## config.mk

```make
export PLATFORM = sky130hd
export DESIGN_NAME = scc_channel_config_regs
export DESIGN_NICKNAME = d
export VERILOG_FILES = /design/src/scc_pkg.sv /design/src/scc_channel_config_regs.sv
export SDC_FILE = /design/constraint.sdc
export NUM_CORES = 1
export LEC_CHECK = 0
export BUFFER_PORTS_ARGS = -buffer_cell sky130_fd_sc_hd__buf_2
export CAP_MARGIN = 10
export CORE_MARGIN = 5
export CORE_UTILIZATION = 60
export CTS_CLUSTER_SIZE = 8
export DETAILED_ROUTE_END_ITERATION = 10
export GPL_ROUTABILITY_DRIVEN = 0
export PLACE_DENSITY = 0.89
export REMOVE_ABC_BUFFERS = 1
export SLEW_MARGIN = 20
export SYNTH_ARGS = -nofsm -noshare
export SYNTH_HDL_FRONTEND = slang
export SYNTH_SLANG_ARGS = --single-unit
```

## constraint.sdc

```tcl
create_clock -name clk_sys -period 4.6 [get_ports clk_sys]
set_input_delay 0.23 -clock clk_sys [delete_from_list [all_inputs] [get_ports clk_sys]]
set_output_delay 0.23 -clock clk_sys [all_outputs]
set_load 0.02 [all_outputs]
```

## src/scc_pkg.sv

```systemverilog
// Package for the channel configuration register bank: offsets, fields, resets, types
package scc_pkg;
  // ****************************************
  // Register offsets
  // ****************************************
  localparam logic [7:0] SCC_OFS_CH2_VOLTAGE_TARGET = 8'h0C;
  localparam logic [7:0] SCC_OFS_CH2_CONTROL = 8'h0D;
  localparam logic [7:0] SCC_OFS_CH3_VOLTAGE_TARGET = 8'h0E;

  // ****************************************
  // Reset values
  // ****************************************
  localparam logic [7:0] SCC_RST_CH2_VOLTAGE_TARGET = 8'h00;
  localparam logic [7:0] SCC_RST_CH2_CONTROL = 8'h00;
  localparam logic [7:0] SCC_RST_CH3_VOLTAGE_TARGET = 8'h00;

  // ****************************************
  // Field positions and codes
  // ****************************************
  localparam int SCC_CTRL_DISCHARGE_BIT = 3;
  localparam int SCC_CTRL_SELECT_MSB = 2;
  localparam logic [7:0] SCC_CODE_FIRST_RESERVED = 8'h8D;
  localparam logic [2:0] SCC_SEL_LAST_SLOT = 3'h3;
  localparam logic [2:0] SCC_SEL_FORCE_OFF = 3'h4;
  localparam logic [2:0] SCC_SEL_FORCE_ON = 3'h6;
  localparam int SCC_SLOT_COUNT = 4;

  // Target voltage transfer: base plus step times code, in millivolts
  localparam logic [12:0] SCC_TARGET_BASE_MV = 13'h01F4;
  localparam logic [12:0] SCC_TARGET_STEP_MV = 13'h0019;

  // ****************************************
  // Types
  // ****************************************
  typedef struct packed {
    logic [3:0] reserved;
    logic dischargeEnable;
    logic [2:0] enableSelect;
  } scc_ctrl_t;

  typedef struct packed {
    logic [7:0] addr;
    logic wrEn;
    logic rdEn;
    logic [7:0] wrData;
  } scc_req_t;

  typedef enum logic [1:0] {
    SCC_MODE_SLOT = 2'b00,
    SCC_MODE_OFF = 2'b01,
    SCC_MODE_ON = 2'b10
  } scc_mode_t;

  // Millivolts for a target code
  function automatic logic [12:0] scc_code_to_mv(input logic [7:0] code);
    logic [12:0] prod;
    prod = SCC_TARGET_STEP_MV * {5'h00, code};
    return SCC_TARGET_BASE_MV + prod;
  endfunction
endpackage

```

## src/scc_channel_config_regs.sv

```systemverilog
// Channel 2 configuration and channel 3 target register bank
//
// Function
// - The channel target field is an unsigned 8-bit code meaning 0.5V plus 25mV per step.
// - Enable selector values 0 to 3 place the channel in that power-sequencing slot.
// - Enable selector 4 or 5 forces the channel off, 6 or 7 forces it on.
// - With discharge bit 3 set, a disabled channel gets the internal discharge load.
`timescale 1ns/100ps
module scc_channel_config_regs
  import scc_pkg::*;
(
  input wire logic clk_sys,
  input wire logic nrst,
  input wire scc_pkg::scc_req_t regReq,
  input wire logic [scc_pkg::SCC_SLOT_COUNT-1:0] seqSlotActive,
  output logic [7:0] regRdData,
  output logic ch2Enabled,
  output logic ch2DischargeOn,
  output logic [7:0] ch2TargetCode,
  output logic [12:0] ch2TargetMv,
  output logic ch2CodeReserved,
  output logic [7:0] ch3TargetCode,
  output logic [12:0] ch3TargetMv
);
  import scc_pkg::*;

  // ****************************************
  // Decoding helpers
  // ****************************************
  // Register picked out by an offset on the register port
  typedef enum logic [1:0] {
    SCC_REG_NONE = 2'b00,
    SCC_REG_CH2_TARGET = 2'b01,
    SCC_REG_CH2_CONTROL = 2'b10,
    SCC_REG_CH3_TARGET = 2'b11
  } scc_reg_sel_t;

  // One map serves the write and the read path, so the two can never disagree
  function automatic scc_reg_sel_t scc_decode_offset(input logic [7:0] ofs);
    scc_reg_sel_t sel;
    case (ofs)
      SCC_OFS_CH2_VOLTAGE_TARGET: sel = SCC_REG_CH2_TARGET;
      SCC_OFS_CH2_CONTROL: sel = SCC_REG_CH2_CONTROL;
      SCC_OFS_CH3_VOLTAGE_TARGET: sel = SCC_REG_CH3_TARGET;
      default: sel = SCC_REG_NONE;
    endcase
    return sel;
  endfunction

  // Selector to mode: four slot codes, then two off codes, then two on codes
  function automatic scc_mode_t scc_decode_select(input logic [2:0] sel);
    scc_mode_t decoded;
    if (sel <= SCC_SEL_LAST_SLOT) begin
      decoded = SCC_MODE_SLOT;
    end else if (sel >= SCC_SEL_FORCE_ON) begin
      decoded = SCC_MODE_ON;
    end else begin
      decoded = SCC_MODE_OFF;
    end
    return decoded;
  endfunction

  // Codes past the top of the linear range are kept but marked
  function automatic logic scc_code_is_reserved(input logic [7:0] code);
    return code >= SCC_CODE_FIRST_RESERVED;
  endfunction

  // ****************************************
  // Register storage
  // ****************************************
  logic [7:0] ch2Target_reg, ch2Target_next;
  scc_ctrl_t ch2Ctrl_reg, ch2Ctrl_next;
  logic [7:0] ch3Target_reg, ch3Target_next;
  scc_reg_sel_t regSel;
  assign regSel = scc_decode_offset(regReq.addr);

  always_comb begin
    ch2Target_next = ch2Target_reg;
    ch2Ctrl_next = ch2Ctrl_reg;
    ch3Target_next = ch3Target_reg;
    // Writes to unmapped offsets are dropped; all eight bits are stored as read-write
    if (regReq.wrEn) begin
      unique case (regSel)
        SCC_REG_CH2_TARGET: ch2Target_next = regReq.wrData;
        SCC_REG_CH2_CONTROL: ch2Ctrl_next = scc_ctrl_t'(regReq.wrData);
        SCC_REG_CH3_TARGET: ch3Target_next = regReq.wrData;
        SCC_REG_NONE: ;
      endcase
    end
  end

  always_ff @(posedge clk_sys or negedge nrst) begin
    if (!nrst) begin
      ch2Target_reg <= SCC_RST_CH2_VOLTAGE_TARGET;
      ch2Ctrl_reg <= scc_ctrl_t'(SCC_RST_CH2_CONTROL);
      ch3Target_reg <= SCC_RST_CH3_VOLTAGE_TARGET;
    end else begin
      ch2Target_reg <= ch2Target_next;
      ch2Ctrl_reg <= ch2Ctrl_next;
      ch3Target_reg <= ch3Target_next;
    end
  end

  // ****************************************
  // Read data
  // ****************************************
  logic [7:0] rdData_reg, rdData_next;

  always_comb begin
    rdData_next = rdData_reg;
    // Captured so the serial engine sees a stable byte; a write in the same cycle reads old
    if (regReq.rdEn) begin
      unique case (regSel)
        SCC_REG_CH2_TARGET: rdData_next = ch2Target_reg;
        SCC_REG_CH2_CONTROL: rdData_next = ch2Ctrl_reg;
        SCC_REG_CH3_TARGET: rdData_next = ch3Target_reg;
        // Unmapped offsets answer zero rather than the last byte read
        SCC_REG_NONE: rdData_next = 8'h00;
      endcase
    end
  end

  always_ff @(posedge clk_sys or negedge nrst) begin
    if (!nrst) begin
      rdData_reg <= 8'h00;
    end else begin
      rdData_reg <= rdData_next;
    end
  end

  // ****************************************
  // Channel enable
  // ****************************************
  scc_mode_t mode;
  logic en_reg, en_next;

  always_comb begin
    mode = scc_decode_select(ch2Ctrl_reg.enableSelect);
    // Slot status is a same-clock level from the on/off controller, so no synchroniser
    unique case (mode)
      SCC_MODE_SLOT: en_next = seqSlotActive[ch2Ctrl_reg.enableSelect[1:0]];
      SCC_MODE_OFF: en_next = 1'b0;
      SCC_MODE_ON: en_next = 1'b1;
      default: en_next = 1'b0;
    endcase
  end

  always_ff @(posedge clk_sys or negedge nrst) begin
    if (!nrst) begin
      en_reg <= 1'b0;
    end else begin
      en_reg <= en_next;
    end
  end

  // ****************************************
  // Discharge control
  // ****************************************
  logic disch_reg, disch_next;

  always_comb begin
    // Taken from the next enable so load and enable change on one edge
    // Load only while the channel is off; never fights a running output
    disch_next = ch2Ctrl_reg.dischargeEnable && !en_next;
  end

  always_ff @(posedge clk_sys or negedge nrst) begin
    if (!nrst) begin
      disch_reg <= 1'b0;
    end else begin
      disch_reg <= disch_next;
    end
  end

  // ****************************************
  // Target voltage in millivolts
  // ****************************************
  // Registered so the converter sees one settled value per clock
  logic [12:0] ch2Mv_reg, ch2Mv_next;
  logic [12:0] ch3Mv_reg, ch3Mv_next;

  always_comb begin
    ch2Mv_next = scc_code_to_mv(ch2Target_reg);
    ch3Mv_next = scc_code_to_mv(ch3Target_reg);
  end

  always_ff @(posedge clk_sys or negedge nrst) begin
    if (!nrst) begin
      // Matches the reset code of zero
      ch2Mv_reg <= SCC_TARGET_BASE_MV;
      ch3Mv_reg <= SCC_TARGET_BASE_MV;
    end else begin
      ch2Mv_reg <= ch2Mv_next;
      ch3Mv_reg <= ch3Mv_next;
    end
  end

  // ****************************************
  // Reserved code flag
  // ****************************************
  logic resv_reg, resv_next;

  always_comb begin
    // Reserved codes are stored as written; flagged so the converter can clamp
    resv_next = scc_code_is_reserved(ch2Target_reg);
  end

  always_ff @(posedge clk_sys or negedge nrst) begin
    if (!nrst) begin
      resv_reg <= 1'b0;
    end else begin
      resv_reg <= resv_next;
    end
  end

  // ****************************************
  // Output ports
  // ****************************************
  // Every port is a flip-flop output
  assign regRdData = rdData_reg;
  assign ch2Enabled = en_reg;
  assign ch2DischargeOn = disch_reg;
  assign ch2TargetCode = ch2Target_reg;
  assign ch2TargetMv = ch2Mv_reg;
  assign ch2CodeReserved = resv_reg;
  assign ch3TargetCode = ch3Target_reg;
  assign ch3TargetMv = ch3Mv_reg;
endmodule

```

==> flow_metrics.env <==
export IMPL_yosysTopAreaCell="dfrtp_1"
export IMPL_ios=77
export IMPL_cts_root_buf="clkbuf_8"
export IMPL_insertedDiodeCount=0
export IMPL_finalHoldViolations=0
export IMPL_nets=508
export IMPL_ctsResizeCount=0
export IMPL_synthCells=332
export IMPL_syn_area_mm2=0.00381
export IMPL_worstPathArrival_ns=3.49
export IMPL_setup_tns_final_ns=0
export IMPL_critPathKind="flip-flop to flip-flop"
export IMPL_synth_warnings=0
export IMPL_clock_fmax_mhz=308
export IMPL_synth_area_leaders="dfrtp_1, ha_1, dfstp_2, mux2_2, inv_1"
export IMPL_drc=0
export IMPL_synth_xor_area_share_pct=2.76
export IMPL_reg2regPathDepth=10
export IMPL_clock_skew_ns=0.00985
export IMPL_fp_dieW_um=89.7
export IMPL_cpPeakStageDelay_ns=0.51
export IMPL_multi_input_area_mm2=0.00203
export IMPL_antenna_found_initial=0
export IMPL_cts_tree="done"
export IMPL_end_kind="flip-flop"
export IMPL_htree_num_levels=3
export IMPL_grt_usage_pct=21.3
export IMPL_yosysMostFrequentCell="ha_1"
export IMPL_r2r_setup_slack_ns=1.36
export IMPL_start_kind="flip-flop"
export IMPL_drtIter0Drc=63
export IMPL_drive_gt1_share_pct=33.1
export IMPL_cts_made_buffers=9
export IMPL_ys_ff_latch=61
export IMPL_die_area_mm2=0.00804
export IMPL_synth_fa_ha_area_share_pct=25.2
export IMPL_grt_pass1_vias=2770
export IMPL_synth_top_area_share_pct=32.2
export IMPL_rsz0062_at_grt="false"
export IMPL_status="finished, final reports clean"
export IMPL_finalCritPeriodShare_pct=70.5
export IMPL_placedInstanceArea_mm2=0.00425
export IMPL_grt_start_max_net_pins=62
export IMPL_yosys_top_cells_count="ha_1, inv_1, dfrtp_1"
export IMPL_pwr_share_clk_pct=29.9
export IMPL_start_util_pct=60.7
export IMPL_slew_viol_final=0
export IMPL_dp_hpwl_mm=6.33
export IMPL_crit_path_top_delay_cell="fa_1"
export IMPL_synth_compound_area_share_pct=8.44
export IMPL_rr_endpoint="ch2TargetMv[12]"
export IMPL_clk_latency_ns=0.35
export IMPL_hold_buffers=0
export IMPL_clkTransAtPathRegs_ns=0.07
export IMPL_grt_pass1_wl_mm=12.7
export IMPL_p_sw_mw=0.519
export IMPL_cts_setup_buffers=0
export IMPL_via_count=2663
export IMPL_cellLeakagePower_nw=2.48
export IMPL_fin_area_mm2=0.00444
export IMPL_ys_seq_area_share_pct=40.5
export IMPL_p_int_mw=1.05
export IMPL_relSlewSlack_pct=50.7
export IMPL_rows=29
export IMPL_ys_async_sr_fraction_pct=100
export IMPL_setup_viol=0
export IMPL_crit_chain="inv_1 > ha_1 > fa_1 > inv_1 > ha_1 > fa_1 > a21o_1 > a221oi_2 > nor3_1 > a311oi_1"
export IMPL_nFillCells=469
export IMPL_maxCapViolations=0
export IMPL_avgViaCountPerCell=5.39
export IMPL_ant_nets=0
export IMPL_regArea_mm2=0.00154
export IMPL_synth_top_family_by_area="adder cells"
export IMPL_syn_to_final_growth_pct=16.5
export IMPL_seqPwrFrac_pct=41.2
export IMPL_r2r_start="ch2TargetCode[2]"
export IMPL_chipHeight_um=89.7
export IMPL_wirelength_mm=7.96
export IMPL_overflow=0
export IMPL_power_density_mw_per_mm2=354
export IMPL_worstHoldPathType="input port to asynchronous set/reset pin"
export IMPL_portBuffers=76
export IMPL_syn_avg_cell_area_um2=11.5
export IMPL_crit_required_ns=4.84
export IMPL_tightest_slew_ns=0.740
export IMPL_wl_per_cell_um=16.1
export IMPL_ys_types=37
export IMPL_clock_sinks=61
export IMPL_synth_edf_count=0
export IMPL_dr_pass1_iters=4
export IMPL_worst_path_max_fanout=6
export IMPL_synth_main_ff_cell="dfrtp_1"
export IMPL_comb_power_share_pct=28.9
export IMPL_yosys_area_share_simple_pct=6.93
export IMPL_holdWs_ns=0.0161
export IMPL_synth_area_mux_share_pct=10.0
export IMPL_fp_coreArea_mm2=0.00628
export IMPL_switching_share_pct=33.1
export IMPL_ir_worst_vdd_mv=0.266
export IMPL_clk_path_buf_depth=2
export IMPL_post_route_min_period_ns=3.24
[cells by family (layout without fill, tap and decap cells)]
family | after synthesis | after routing
compound gates | 48 | 48
xor+xnor | 12 | 12
fa+ha+maj | 72 | 72
buf+inv | 58 | 143
flops | 61 | 61
mux | 35 | 35
simple gates | 46 | 46
[cell usage in the layout (no fill, tap or decap), types with 5 or more instances in the layout]
| master | netlist | final |
|---|---|---|
| a21o_1 | 5 | 5 |
| mux2i_1 | 10 | 10 |
| a21oi_1 | 13 | 13 |
| inv_1 | 50 | 50 |
| dfstp_2 | 12 | 12 |
| buf_2 | 1 | 76 |
| o22ai_1 | 9 | 9 |
| fa_1 | 8 | 8 |
| nand2_1 | 6 | 6 |
| ha_1 | 64 | 64 |
| nor2b_1 | 5 | 5 |
| dfrtp_1 | 49 | 49 |
| xnor2_1 | 9 | 9 |
| clkbuf_8 | 0 | 9 |
| mux2_2 | 25 | 25 |
| nor2_1 | 19 | 19 |
| o21ai_0 | 6 | 6 |
[power groups by stage]
stage / logic [mW] / registers (mW) / clock network, mW
after floorplan: 0.232 / 0.735 / 0
after global placement: 0.436 / 0.654 / 0
after detailed placement: 0.457 / 0.655 / 0
after CTS: 0.461 / 0.647 / 0.479
after global routing: 0.506 / 0.655 / 0.506
final: 0.454 / 0.646 / 0.470
[stage by stage]
step	util [%]	power [mW]	instances	setup WS, ns
2_1_floorplan	-	0.967	324	1.53
3_3_place_gp	67.7	1.09	478	1.57
3_5_place_dp	67.7	1.11	478	1.41
4_1_cts	70.7	1.59	494	1.40
5_1_grt	70.7	1.67	494	1.28
6_report	70.7	1.57	494	1.36
[critical path, delay by kind of cell, from the launching register on]
family	cells	cell delay (ns)
DFF	1	0.45
adders and majority gates	4	1.62
and+or+nand+nor	1	0.11
AOI/OAI and AO/OA	3	0.78
buffers and inverters	2	0.18
[worst max path at each step]
| stage | start | endpoint | slack [ns] | depth (start not counted) |
|---|---|---|---|---|
| 6_report | ch2TargetCode[2] | ch2TargetMv[12] | 1.36 | 10 |
| 5_1_grt | ch2TargetCode[2] | ch2TargetMv[12] | 1.28 | 10 |
| 4_1_cts | ch2TargetCode[2] | ch2TargetMv[12] | 1.40 | 10 |
| 3_5_place_dp | ch2TargetCode[2] | ch2TargetMv[12] | 1.41 | 10 |
| 3_3_place_gp | ch2TargetCode[2] | ch2TargetMv[12] | 1.57 | 10 |
| 2_1_floorplan | ch3TargetCode[2] | ch3TargetMv[12] | 1.53 | 11 |
[routing by layer]
layer / track usage (%) / wire length (um) / up-vias
met5: 0 / 0 / -
met4: 11.9 / 225 / 0
li1: - / - / 1297
met3: 5.93 / 414 / 18
met1: 23.6 / 3140 / 1289
met2: 36.7 / 4190 / 59
[area by class of cell]
type                    instances  share of cell area [%]
multi-input cells             213                    45.8
clock buffers                  10                    2.88
well taps                      77                    2.17
inverters                      50                    4.23
repair buffers                 77                    8.74
flip-flops and latches         61                    34.7
clock inverters                 6                    1.44
(Power assumes the default switching activity.)
